`config.mk`:
```
export PLATFORM = sky130hd
export DESIGN_NAME = pmc_top
export DESIGN_NICKNAME = d
export VERILOG_FILES = /design/src/rtl/pmc_pkg.sv /design/src/rtl/pmc_count_gate.sv /design/src/rtl/pmc_event_mux.sv /design/src/rtl/pmc_top.sv
export VERILOG_INCLUDE_DIRS = /design/src /design/src/rtl
export SDC_FILE = /design/constraint.sdc
export NUM_CORES = 1
export LEC_CHECK = 0
export ABC_AREA = 1
export BUFFER_PORTS_ARGS = -buffer_cell sky130_fd_sc_hd__buf_2
export CORE_MARGIN = 1
export CORE_UTILIZATION = 58
export DETAILED_ROUTE_END_ITERATION = 10
export GPL_ROUTABILITY_DRIVEN = 1
export GPL_TIMING_DRIVEN = 1
export PLACE_DENSITY = 0.82
export RECOVER_POWER = 25
export SYNTH_ARGS = -nofsm -noshare
export SYNTH_HDL_FRONTEND = slang
export SYNTH_SLANG_ARGS = --single-unit
```
`constraint.sdc`:
```
create_clock -name i_sys_clk -period 3.6 [get_ports i_sys_clk]
set_input_delay 0.54 -clock i_sys_clk [delete_from_list [all_inputs] [get_ports i_sys_clk]]
set_output_delay 0.54 -clock i_sys_clk [all_outputs]
set_load 0.05 [all_outputs]
```
`src/rtl/pmc_defines.svh`:
```
`ifndef PMC_DEFINES_SVH
`define PMC_DEFINES_SVH

// ----------------------------------------------------------------
// register byte offsets
// ----------------------------------------------------------------
`define PMC_OFF_MCF        12'h000
`define PMC_OFF_MCS        12'h004
`define PMC_OFF_MST        12'h008
`define PMC_CNT_PAGE       8'h01
// ----------------------------------------------------------------
// first monitor control fields (little-endian bit index)
// ----------------------------------------------------------------
`define PMC_MCF_INHIBIT    31
`define PMC_MCF_NO_SUP     30
`define PMC_MCF_NO_USER    29
`define PMC_MCF_NO_MARK    28
`define PMC_MCF_NO_UNMARK  27
`define PMC_MCF_IRQ_EN     26
`define PMC_MCF_FREEZE     25
`define PMC_MCF_TBSEL_HI   24
`define PMC_MCF_TBSEL_LO   23
`define PMC_MCF_C1_IRQ_EN  15
`define PMC_MCF_CX_IRQ_EN  14
`define PMC_MCF_C1_SEL_HI  12
`define PMC_MCF_C1_SEL_LO  6
`define PMC_MCF_C2_SEL_HI  5
`define PMC_MCF_C2_SEL_LO  0
`define PMC_MCF_WMASK      32'hFF80_DFFF
// ----------------------------------------------------------------
// second monitor control fields
// ----------------------------------------------------------------
`define PMC_MCS_C3_SEL_HI  31
`define PMC_MCS_C3_SEL_LO  27
`define PMC_MCS_C4_SEL_HI  26
`define PMC_MCS_C4_SEL_LO  22
`define PMC_MCS_WMASK      32'hFFC0_0000
// ----------------------------------------------------------------
// machine state fields
// ----------------------------------------------------------------
`define PMC_MST_PRIV       14
`define PMC_MST_MARK       2
`define PMC_MST_WMASK      32'h0000_4004
// ----------------------------------------------------------------
// event codes and per-counter defined-code masks
// ----------------------------------------------------------------
`define PMC_EV_HOLD        7'h00
`define PMC_EV_CYCLE       7'h01
`define PMC_EV_COMPLETE    7'h02
`define PMC_EV_TBRISE      7'h03
`define PMC_EV_DISPATCH    7'h04
`define PMC_EV_THRESH      5'h0A
`define PMC_C1_VALID       32'h0000_1FFF
`define PMC_C2_VALID       32'h0001_FDFF
`define PMC_C3_VALID       32'h0003_BDFF
`define PMC_C4_VALID       32'h0000_7D7F
`define PMC_CNT_RESET      32'h0000_0000

`endif

```
`src/rtl/pmc_pkg.sv`:
```
package pmc_pkg;

    typedef struct packed {
        logic        psel;
        logic        penable;
        logic        pwrite;
        logic [11:0] paddr;
        logic [31:0] pwdata;
    } pmc_apb_req_t;

    typedef struct packed {
        logic        pready;
        logic [31:0] prdata;
        logic        pslverr;
    } pmc_apb_rsp_t;

    typedef struct packed {
        logic [1:0]       completed;
        logic [1:0]       dispatched;
        logic [31:0]      timebase_low_word;
        logic             queue_pos0;
        logic [3:0][31:0] aux;
    } pmc_events_t;

    typedef struct packed {
        logic [31:0]      mcf;
        logic [31:0]      mcs;
        logic [31:0]      mst;
        logic [3:0][31:0] cnt;
        logic             tb_prev;
        logic             irq;
        logic [31:0]      prdata;
    } pmc_state_t;

endpackage

```
`src/rtl/pmc_count_gate.sv`:
```
`include "pmc_defines.svh"

module pmc_count_gate (
    input  wire logic [31:0] i_mcf,
    input  wire logic        i_privilege_state_bit,
    input  wire logic        i_process_mark_bit,
    output logic             o_count_en
);

    logic user;
    logic mark;

    assign user = i_privilege_state_bit;
    assign mark = i_process_mark_bit;

    // each disable bit removes one half of one axis; combinations give
    // the nine monitored conditions, all clear gives free counting
    assign o_count_en = ~i_mcf[`PMC_MCF_INHIBIT]
                      & ~(i_mcf[`PMC_MCF_NO_SUP] & ~user)
                      & ~(i_mcf[`PMC_MCF_NO_USER] & user)
                      & ~(i_mcf[`PMC_MCF_NO_MARK] & mark)
                      & ~(i_mcf[`PMC_MCF_NO_UNMARK] & ~mark);

endmodule

```
`src/rtl/pmc_event_mux.sv`:
```
`include "pmc_defines.svh"

module pmc_event_mux (
    input  wire logic [6:0]          i_code,
    input  wire logic [31:0]         i_valid,
    input  wire logic [31:0]         i_aux,
    input  wire pmc_pkg::pmc_events_t i_ev,
    input  wire logic                i_tb_rise,
    output logic [1:0]               o_inc
);

    always_comb
    begin
        o_inc = 2'h0;
        unique case (i_code)
            `PMC_EV_HOLD:     o_inc = 2'h0;
            `PMC_EV_CYCLE:    o_inc = 2'h1;
            `PMC_EV_COMPLETE: o_inc = i_ev.completed;
            `PMC_EV_TBRISE:   o_inc = {1'b0, i_tb_rise};
            `PMC_EV_DISPATCH: o_inc = i_ev.dispatched;
            default:
            begin
                // codes past 31 or undefined for this counter hold
                if (i_code[6:5] == 2'h0 && i_valid[i_code[4:0]])
                begin
                    o_inc = {1'b0, i_aux[i_code[4:0]]};
                end
                else
                begin
                    o_inc = 2'h0;
                end
            end
        endcase
    end

endmodule

```
`src/rtl/pmc_top.sv`:
```
// Function
// machine state register carries a process mark bit at big-endian bit 29
// counting runs only while privilege and mark match programmed condition
// condition covers supervisor, user, marked and unmarked combinations
// with control bits 0 to 4 clear, counting is unconditional
// global inhibit bit set stops every counter regardless of state
// four independent 32-bit counters, overflow past 0x7FFFFFFF
// counter top bit set means overflowed and feeds the exception
// counter one event field is 7 bits at big-endian 19 to 25
// counter two event field is 6 bits at big-endian 26 to 31
// counters three and four have 5-bit event fields
// event code zero holds the counter value
// codes 1, 2, 4 count cycles, completions, dispatches
// code 3 counts rising edges of a selected time base bit
// multi-occurrence events add their per-cycle count
// threshold event on counter one watches queue position zero only
// threshold counts may be wrong for unaligned, multiple, string ops
// counter three and four fields sit in second control register
// interrupt needs global enable and matching counter enable
// freeze bit stops all counting once the interrupt is raised
// reserved codes hold; hard reset clears counters and controls
// software writes a counter directly, effective next cycle
//
// The register offsets and the APB interface to the registers are this design's own decisions.
`include "pmc_defines.svh"

module pmc_top (
    input  wire logic                 i_sys_clk,
    input  wire logic                 i_reset_n,
    input  wire logic                 i_clk_en,
    input  wire pmc_pkg::pmc_apb_req_t i_apb,
    output pmc_pkg::pmc_apb_rsp_t     o_apb,
    input  wire pmc_pkg::pmc_events_t i_events,
    output logic                      o_perf_irq,
    output logic [3:0]                o_overflow
);

    // ----------------------------------------------------------------
    // state
    // ----------------------------------------------------------------
    pmc_pkg::pmc_state_t s;
    pmc_pkg::pmc_state_t next_s;

    logic             setup;
    logic             access;
    logic             wr;
    logic             hit_mcf;
    logic             hit_mcs;
    logic             hit_mst;
    logic             hit_cnt;
    logic [1:0]       cnt_idx;
    logic             hit;
    logic [31:0]      rd_data;
    logic             count_en;
    logic             freeze;
    logic             tb_bit;
    logic             tb_rise;
    logic [3:0][6:0]  code;
    logic [3:0][31:0] valid;
    logic [3:0][31:0] aux;
    logic [3:0][1:0]  inc;
    logic             irq_cause;

    // ----------------------------------------------------------------
    // apb decode
    // ----------------------------------------------------------------
    assign setup   = i_apb.psel & ~i_apb.penable;
    assign access  = i_apb.psel & i_apb.penable;
    assign wr      = access & i_apb.pwrite;
    assign hit_mcf = i_apb.paddr == `PMC_OFF_MCF;
    assign hit_mcs = i_apb.paddr == `PMC_OFF_MCS;
    assign hit_mst = i_apb.paddr == `PMC_OFF_MST;
    assign hit_cnt = i_apb.paddr[11:4] == `PMC_CNT_PAGE
                   && i_apb.paddr[1:0] == 2'h0;
    assign cnt_idx = i_apb.paddr[3:2];
    assign hit     = hit_mcf | hit_mcs | hit_mst | hit_cnt;

    // zero-wait slave; read data is captured in the setup cycle
    assign o_apb.pready  = 1'b1;
    assign o_apb.prdata  = s.prdata;
    assign o_apb.pslverr = access & ~hit;

    always_comb
    begin
        rd_data = 32'h0000_0000;
        if (hit_mcf)
        begin
            rd_data = s.mcf;
        end
        else if (hit_mcs)
        begin
            rd_data = s.mcs;
        end
        else if (hit_mst)
        begin
            rd_data = s.mst;
        end
        else if (hit_cnt)
        begin
            rd_data = s.cnt[cnt_idx];
        end
    end

    // ----------------------------------------------------------------
    // count gating
    // ----------------------------------------------------------------
    pmc_count_gate u_gate (
        .i_mcf                 (s.mcf),
        .i_privilege_state_bit (s.mst[`PMC_MST_PRIV]),
        .i_process_mark_bit    (s.mst[`PMC_MST_MARK]),
        .o_count_en            (count_en)
    );

    assign freeze = s.mcf[`PMC_MCF_FREEZE] & s.irq;

    // ----------------------------------------------------------------
    // time base edge
    // ----------------------------------------------------------------
    always_comb
    begin
        unique case ({s.mcf[`PMC_MCF_TBSEL_HI], s.mcf[`PMC_MCF_TBSEL_LO]})
            2'b00: tb_bit = i_events.timebase_low_word[0];
            2'b01: tb_bit = i_events.timebase_low_word[8];
            2'b10: tb_bit = i_events.timebase_low_word[12];
            2'b11: tb_bit = i_events.timebase_low_word[16];
        endcase
    end

    // changing the select may give one spurious edge; cheap trade-off
    assign tb_rise = tb_bit & ~s.tb_prev;

    // ----------------------------------------------------------------
    // event selection per counter
    // ----------------------------------------------------------------
    assign code[0]  = s.mcf[`PMC_MCF_C1_SEL_HI:`PMC_MCF_C1_SEL_LO];
    assign code[1]  = {1'b0,
                       s.mcf[`PMC_MCF_C2_SEL_HI:`PMC_MCF_C2_SEL_LO]};
    assign code[2]  = {2'h0,
                       s.mcs[`PMC_MCS_C3_SEL_HI:`PMC_MCS_C3_SEL_LO]};
    assign code[3]  = {2'h0,
                       s.mcs[`PMC_MCS_C4_SEL_HI:`PMC_MCS_C4_SEL_LO]};
    assign valid[0] = `PMC_C1_VALID;
    assign valid[1] = `PMC_C2_VALID;
    assign valid[2] = `PMC_C3_VALID;
    assign valid[3] = `PMC_C4_VALID;

    // threshold source is gated here to queue position 0; unaligned, multiple
    // and string accesses are not corrected here
    always_comb
    begin
        aux = i_events.aux;
        aux[0][`PMC_EV_THRESH] = i_events.aux[0][`PMC_EV_THRESH]
                               & i_events.queue_pos0;
    end

    genvar g;
    generate
        for (g = 0; g < 4; g = g + 1)
        begin : g_mux
            pmc_event_mux u_mux (
                .i_code    (code[g]),
                .i_valid   (valid[g]),
                .i_aux     (aux[g]),
                .i_ev      (i_events),
                .i_tb_rise (tb_rise),
                .o_inc     (inc[g])
            );
        end
    endgenerate

    // ----------------------------------------------------------------
    // overflow and interrupt
    // ----------------------------------------------------------------
    always_comb
    begin
        for (int i = 0; i < 4; i++)
        begin
            o_overflow[i] = s.cnt[i][31];
        end
    end

    assign irq_cause = s.mcf[`PMC_MCF_IRQ_EN]
                     & ((o_overflow[0] & s.mcf[`PMC_MCF_C1_IRQ_EN])
                     | (|o_overflow[3:1] & s.mcf[`PMC_MCF_CX_IRQ_EN]));
    assign o_perf_irq = s.irq;

    // ----------------------------------------------------------------
    // next state
    // ----------------------------------------------------------------
    always_comb
    begin
        next_s = s;
        if (setup)
        begin
            next_s.prdata = rd_data;
        end
        if (wr && hit_mcf)
        begin
            next_s.mcf = i_apb.pwdata & `PMC_MCF_WMASK;
        end
        if (wr && hit_mcs)
        begin
            next_s.mcs = i_apb.pwdata & `PMC_MCS_WMASK;
        end
        if (wr && hit_mst)
        begin
            next_s.mst = i_apb.pwdata & `PMC_MST_WMASK;
        end
        next_s.tb_prev = tb_bit;
        for (int i = 0; i < 4; i++)
        begin
            if (wr && hit_cnt && cnt_idx == 2'(i))
            begin
                next_s.cnt[i] = i_apb.pwdata;
            end
            else if (count_en && !freeze)
            begin
                // counting continues past the top bit and may wrap
                next_s.cnt[i] = s.cnt[i] + {30'h0000_0000, inc[i]};
            end
        end
        next_s.irq = irq_cause;
    end

    // ----------------------------------------------------------------
    // registers
    // ----------------------------------------------------------------
    always_ff @(posedge i_sys_clk or negedge i_reset_n)
    begin
        if (!i_reset_n)
        begin
            s.mcf     <= 32'h0000_0000;
            s.mcs     <= 32'h0000_0000;
            s.mst     <= 32'h0000_0000;
            s.cnt     <= {4{`PMC_CNT_RESET}};
            s.tb_prev <= 1'b0;
            s.irq     <= 1'b0;
            s.prdata  <= 32'h0000_0000;
        end
        else if (i_clk_en)
        begin
            s <= next_s;
        end
    end

endmodule

```
==> reports/metrics.cfg, run 1 <==
[timing]
finalSetupViolCount=0
whs_ns=0.3616
post-route-min-period_ns=3.384
fin_worst_skew_ns=0.01746
final-max-slew-violation-count=97
achievable-frequency_ghz=0.2955
tightest_slew_ns=2.630
timing_hold_violations_final=0
max-slew-margin-rel=-0.7535
fin_crit_sh=0.9400

[place]
portBuffers=164
hpwl_mm=42.54
finalWeightedCongestion=1.017

[clock_tree]
numCtsBuffers=17
cts_sinks=198
clkSlewWorstSetupHoldPaths_ns=0.09
cts_hold_buffers=0
clk-insertion-delay-late_ns=0.46
max-clock-path-buffers=2
cts_root_buf=clkbuf_16
cts_tree=yes
htreeDepth=4

[detailed_routing]
drc=0
remaining_antenna_violation_count=0
first_iter_violations=2311
drt-total-wl_mm=58.73
drt_pre_antenna_iters=6
drt-vias-per-instance=6.005
dr_total_vias=16890
route.detailed.wl_per_inst_um=20.88

[logic_synthesis]
synth-async-reset-ratio=1.000
synth_flop_cell=dfrtp_1
synthesis.instances=2364
yosysSeqAreaShare=0.3334
synth.ff_latch_count=198
yosysWarnings=0
mappedNetlistNets=2591
cell_area_after_synthesis_sq_um=14860
syn_area_per_cell_sq_um=6.286
ys_types=51
synth-edff-count=0

[power]
power.ir.vdd_worst_uv=332.1
power-per-cell-area_nw_per_um2=339.2
total_power_uw=5579
power.leakage_uw=0.008010

[setup_path]
worst-path-max-fanout=6
cp_data_arrival_time_ns=3.70
endpoint_kind=register
worst_ep_required_time_ns=3.92
crit_path_start_kind=register
setup.worst_path.class=reg2reg

[floorplan]
vert_die_dim_um=162.1
core_sq_um=25180
start_util=0.5901
top_level_ports=254
floorplan.die_area_sq_um=26270
number_of_rows_created_at_floorplan=58
die-width_um=162.1

[worst_hold_path]
hold_path.class=in2reg

[grt]
gr-total-overflow=0
number_of_global_route_vias_before_repair=15550
globalRouteTotalUtil=0.4475
grtUsageMet3=0.1231
grt_first_pass_wirelength_mm=87.61
met2_usage=0.6717
grt_util_met1=0.5612
grt_busiest_layer=met2
antenna_found_initial=2
maximum_number_of_pins_on_one_net_before_global_route_repair=98

[finish]
post_route_cells_drive_above_1_share=0.1201
area_delta_synth_final_pct=10.66
design.final.nets=2695

[run_status]
failed_checks=max-capacitance violations, max-slew violations
status=finished with violations

[flow_run]
cap_violations=1

[logic make-up (layout without fill, tap and decap cells)]
kind of cell / Yosys count / after routing / share of synthesized area
and+or+nand+nor: 1364 / 1364 / 0.3809
buffers and inverters: 396 / 513 / 0.1142
AOI/OAI and AO/OA: 354 / 354 / 0.1361
DFF: 198 / 198 / 0.3334
xor gates and xnor gates: 39 / 39 / 0.02299
adders and majority gates: 12 / 12 / 0.01212
other: 1 / 2 / 0.0002523
[area by class of cell]
type	instances	area (sq um)
diodes	1	2.502
clock buffers	17	425.4
clock inverters	15	181.4
fillers	2340	8737
inverters	277	1044
multi-input cells	1770	8277
flip-flops and latches	198	4959
well taps	330	412.9
repair buffers	203	1139
repair inverters	1	5.005
[what timing repair did]
item,CTS,global route
setup endpoints to repair,0,40
buffers inserted,0,1
gates resized for setup,0,27
[path summary, 6_finish.rpt]
check                      startpoint         to  slack (ns)  depth (start not counted)
setup / recovery               s[249]      s[42]        0.22                         21
hold / removal              i_apb[24]      s[58]        0.36                          3
setup reg to reg               s[249]      s[42]        0.22                         21
hold reg to reg             o_apb[32]  o_apb[32]        0.48                          2
max in group asynchronous   i_reset_n     s[115]        0.66                          2
min in group asynchronous   i_reset_n   code[14]        0.82                          1
[synth_stat cells, types with 3 or more instances]
cell type / number / area share
nand2_1: 852 / 0.22
inv_1: 267 / 0.067
nor2_1: 212 / 0.054
dfrtp_1: 198 / 0.33
o21ai_0: 188 / 0.063
nand3_1: 181 / 0.061
a21oi_1: 46 / 0.015
buf_4: 42 / 0.021
nand4_1: 42 / 0.018
o22ai_1: 42 / 0.018
clkbuf_1: 39 / 0.0099
nor3_1: 39 / 0.013
buf_2: 36 / 0.012
xor2_1: 30 / 0.018
o211ai_1: 28 / 0.014
o21ai_1: 18 / 0.0061
or2_2: 10 / 0.0042
xnor2_1: 9 / 0.0053
ha_1: 8 / 0.0067
inv_2: 7 / 0.0018
nand3b_1: 7 / 0.0035
a221oi_1: 6 / 0.0035
o22a_1: 6 / 0.0035
a22oi_1: 5 / 0.0025
fa_1: 4 / 0.0054
nor2_2: 4 / 0.0017
clkinv_1: 3 / 0.00076
nand2_2: 3 / 0.0013
or2_0: 3 / 0.0013
[layout by cell type, fill, tap and decap left out, types with 9 or more instances in the layout]
| cell | n |
|---|---|
| nand3_1 | 179 |
| nand2_1 | 852 |
| inv_1 | 265 |
| o21ai_1 | 19 |
| or2_2 | 10 |
| o21ai_0 | 187 |
| xnor2_1 | 9 |
| nor2_1 | 200 |
| buf_2 | 163 |
| nor3_1 | 37 |
| nand4_1 | 42 |
| dfrtp_1 | 195 |
| a21oi_1 | 44 |
| clkbuf_16 | 17 |
| o22ai_1 | 42 |
| buf_4 | 36 |
| inv_2 | 9 |
| xor2_1 | 30 |
| nor2_2 | 15 |
| o211ai_1 | 28 |
[critical path, cell delays in order (launching register included)]
cell	delay, ns
dfrtp_1	0.47
nand2_1	0.12
o211ai_1	0.09
nand2_1	0.15
nand2_1	0.14
o21ai_0	0.19
nor3_1	0.07
a21oi_2	0.15
ha_2	0.21
inv_1	0.06
fa_1	0.38
inv_1	0.11
nand3_2	0.13
inv_1	0.10
nand2_1	0.12
buf_4	0.18
inv_1	0.12
nor2_1	0.06
o21ai_0	0.13
o21ai_0	0.10
nand2_1	0.08
o21ai_0	0.08
[state kept, by name (all words and copies together), names as in the netlist]
signal / cells
o_apb: 32
o_perf_irq: 1
o_overflow: 4
code: 23
s: 138
[per-stage QoR]
stage / TNS [ns] / worst slack (ns) / cell area (sq um) / instances / utilization
after floorplan: 0 / 0.5791 / 14860 / 2364 / -
after global placement: 0 / 0.1692 / 15770 / 2777 / 0.6264
after detailed placement: 0 / 0.07056 / 15770 / 2777 / 0.6264
after CTS: 0 / 0.06503 / 16380 / 2809 / 0.6505
after global routing: -0.02779 / -0.01397 / 16440 / 2811 / 0.6529
final: 0 / 0.2159 / 16440 / 2812 / 0.6530
[routing by layer]
layer	vias up	routed length, um
li1	7791	-
met4	2	4282
met3	248	7507
met5	-	17
met1	7719	22340
met2	1126	24580
[power breakdown]
part | switching [uW] | total, uW | leakage [uW] | internal [uW]
clock network | 1060 | 2070 | 0.000296 | 1010
logic | 701 | 975 | 0.00504 | 274
registers | 175 | 2530 | 0.00267 | 2360
total | 1940 | 5580 | 0.00801 | 3640
No activity file was read; power rests on OpenSTA's default activity.
==> inputs of run 2 (changes only) <==
--- a/config.mk
+++ b/config.mk
@@ -9,11 +9,11 @@
 export ABC_AREA = 1
 export BUFFER_PORTS_ARGS = -buffer_cell sky130_fd_sc_hd__buf_2
 export CORE_MARGIN = 1
-export CORE_UTILIZATION = 58
+export CORE_UTILIZATION = 52
 export DETAILED_ROUTE_END_ITERATION = 10
 export GPL_ROUTABILITY_DRIVEN = 1
 export GPL_TIMING_DRIVEN = 1
-export PLACE_DENSITY = 0.82
+export PLACE_DENSITY = 0.78
 export RECOVER_POWER = 25
 export SYNTH_ARGS = -nofsm -noshare
 export SYNTH_HDL_FRONTEND = slang
==> constraint.sdc (replaced) <==
create_clock -name i_sys_clk -period 3 [get_ports i_sys_clk]
set_input_delay 0.45 -clock i_sys_clk [delete_from_list [all_inputs] [get_ports i_sys_clk]]
set_output_delay 0.45 -clock i_sys_clk [all_outputs]
set_load 0.05 [all_outputs]
==> run 2 against run 1 <==
Effect of this change: die area up 11%; sequential cell count did not move; routed wire length increased by 8.6%; global-route usage is 1.4 points lower; cell count up 7.1%; the flow finishes with violations (max-capacitance violations, max-slew violations, negative setup slack); critical path depth is 1 higher.
==> reports/metrics.cfg, run 2 (synthesis gave the netlist of run 1 again) <==
[clock_tree]
numCtsBuffers=17  ; unchanged
cts_root_buf=clkbuf_16  ; unchanged
max-clock-path-buffers=2  ; unchanged
cts_hold_buffers=0  ; unchanged
htreeDepth=4  ; unchanged
clkSlewWorstSetupHoldPaths_ns=0.08  ; was 0.09 ns
clk-insertion-delay-late_ns=0.46  ; about the same
cts_tree=yes  ; unchanged
cts_sinks=198  ; unchanged

[timing]
whs_ns=0.2768  ; was 0.3616 ns
finalSetupViolCount=25  ; was 0
max-slew-margin-rel=-0.3356  ; was -0.7535
fin_crit_sh=1.062  ; was 0.9400
post-route-min-period_ns=3.185  ; was 3.384 ns
fin_worst_skew_ns=0.01224  ; was 0.01746 ns
tightest_slew_ns=2.003  ; was 2.630 ns
timing_hold_violations_final=0  ; unchanged
achievable-frequency_ghz=0.3139  ; was 0.2955 GHz
setup_repair_after_global_routing_missed_its_margin=yes
final-max-slew-violation-count=68  ; was 97
fin_ws_ns=-0.1855  ; was 0.2159 ns

[power]
power-per-cell-area_nw_per_um2=366.0  ; was 339.2 nW/um^2
power.leakage_uw=0.008951  ; was 0.008010 uW
power.ir.vdd_worst_uv=324.9  ; was 332.1 uV

[setup_path]
worst_ep_required_time_ns=3.38  ; was 3.92 ns
worst_r2r_path_depth=22  ; was 21
setup.worst_path.class=reg2reg  ; unchanged
cp_data_arrival_time_ns=3.56  ; was 3.70 ns
worst-path-max-fanout=3  ; was 6
crit_path_start_kind=register  ; unchanged
endpoint_kind=register  ; unchanged

[finish]
largest_register=s  ; unchanged
area_delta_synth_final_pct=23.67  ; was 10.66%
n_antenna_cell=0  ; was 1
design.final.nets=2847  ; was 2695
mostFrequentLayoutCells=nand2_1 (815), inv_1 (237), dfrtp_1 (192), nor2_1 (175), buf_2 (164)  ; was nand2_1 (852), inv_1 (265), nor2_1 (200), dfrtp_1 (195), o21ai_0 (187)
fillerInstances=2554  ; was 2340
largest_register_ffs=138  ; unchanged
post_route_cells_drive_above_1_share=0.2241  ; was 0.1201
final_util=0.6579  ; was 0.6530
final_common_cell=nand2_1  ; unchanged

[floorplan]
floorplan.die_area_sq_um=29260  ; was 26270 sq um
start_util=0.5320  ; was 0.5901
vert_die_dim_um=171.1  ; was 162.1 um
die-width_um=171.1  ; was 162.1 um
number_of_rows_created_at_floorplan=61  ; was 58
top_level_ports=254  ; unchanged
core_sq_um=27930  ; was 25180 sq um

[grt]
maximum_number_of_pins_on_one_net_before_global_route_repair=69  ; was 98
grt_first_pass_wirelength_mm=93.25  ; was 87.61 mm
number_of_global_route_vias_before_repair=16250  ; was 15550
gr-total-overflow=0  ; unchanged
globalRouteTotalUtil=0.4338  ; was 0.4475
antenna_found_initial=3  ; was 2

[flow_run]
cap_violations=1  ; unchanged

[place]
finalWeightedCongestion=1.025  ; was 1.017
hpwl_mm=46.04  ; was 42.54 mm
portBuffers=164  ; unchanged

[run_status]
status=finished with violations  ; unchanged
failed_checks=max-capacitance violations, max-slew violations, negative setup slack  ; was max-capacitance violations, max-slew violations

[detailed_routing]
drt_pre_antenna_iters=6  ; unchanged
drc=0  ; unchanged
route.detailed.wl_per_inst_um=21.18  ; was 20.88 um
first_iter_violations=2040  ; was 2311
dr_total_vias=17530  ; was 16890
drt-vias-per-instance=5.823  ; was 6.005
drt-total-wl_mm=63.78  ; was 58.73 mm
remaining_antenna_violation_count=0  ; unchanged

[worst_hold_path]
depth_of_the_worst_hold_timing_path=3  ; unchanged
hold_path.class=in2reg  ; unchanged

## run 2: final cells by class
class,count,area (sq um),share of cell area
Clock buffer,20,436.7,0.02376
Multi-Input combinational cell,1770,8901,0.4843
Tap cell,378,473.0,0.02574
Sequential cell,198,4962,0.2700
Clock inverter,12,142.6,0.007761
Timing Repair Buffer,356,2402,0.1307
Inverter,277,1060,0.05767
## run 2: layer usage
layer | GRT usage | share of wire
met5 | 0 | 0.00042
met4 | 0.2845 | 0.070
met3 | 0.1184 | 0.12
met2 | 0.6546 | 0.43
met1 | 0.5440 | 0.38
## run 2: final timing paths
kind,from,end,slack [ns]
max,code[6],s[40],-0.19
min,i_apb[12],s[110],0.28
max reg2reg,code[6],s[40],-0.19
min reg2reg,o_apb[30],o_apb[30],0.48
max in group asynchronous,i_reset_n,code[21],0.33
min in group asynchronous,i_reset_n,s[74],0.54
## run 2: what timing repair did
item                                    4_1_cts  5_1_grt
endpoints found under the setup margin       52       81
hold endpoints to repair                      0        0
resized for setup                            95      211
gates cloned                                  1        0
pin swaps                                    32       91
setup buffers                                 8       16
## run 2: report_power, final
| group | switching, uW | internal [uW] | total, uW |
|---|---|---|---|
| logic | 881 | 357 | 1240 |
| clock network | 1190 | 1250 | 2440 |
| registers | 221 | 2830 | 3050 |
| total | 2290 | 4440 | 6730 |
## run 2: stage by stage
stage	cell area (sq um)	cells	setup WS, ns	power, uW	setup TNS, ns
2_1_floorplan	14860	2364	0.07019	3747	0
3_3_place_gp	16810	2957	-0.3531	4201	-8.920
3_5_place_dp	16810	2957	-0.4136	4233	-11.18
4_1_cts	17710	2998	-0.06531	6622	-0.4068
5_1_grt	18380	3011	-0.3832	6922	-10.71
6_report	18380	3011	-0.1855	6726	-2.310
## run 2: worst max-delay path: stages (launching register included)
cell and delay, ns:
dfrtp_1 0.40, nor3_2 0.18, buf_4 0.15, buf_4 0.10
nand4_1 0.09, o21ai_2 0.21, nor3_4 0.05, a21oi_2 0.14
ha_2 0.21, inv_2 0.04, fa_2 0.37, inv_2 0.09
nand3_4 0.10, clkinv_4 0.12, buf_12 0.11, buf_12 0.09
nand2_8 0.05, buf_6 0.12, nor2_4 0.07, o21ai_1 0.08
o21ai_1 0.10, nand2_1 0.09, o21ai_1 0.12
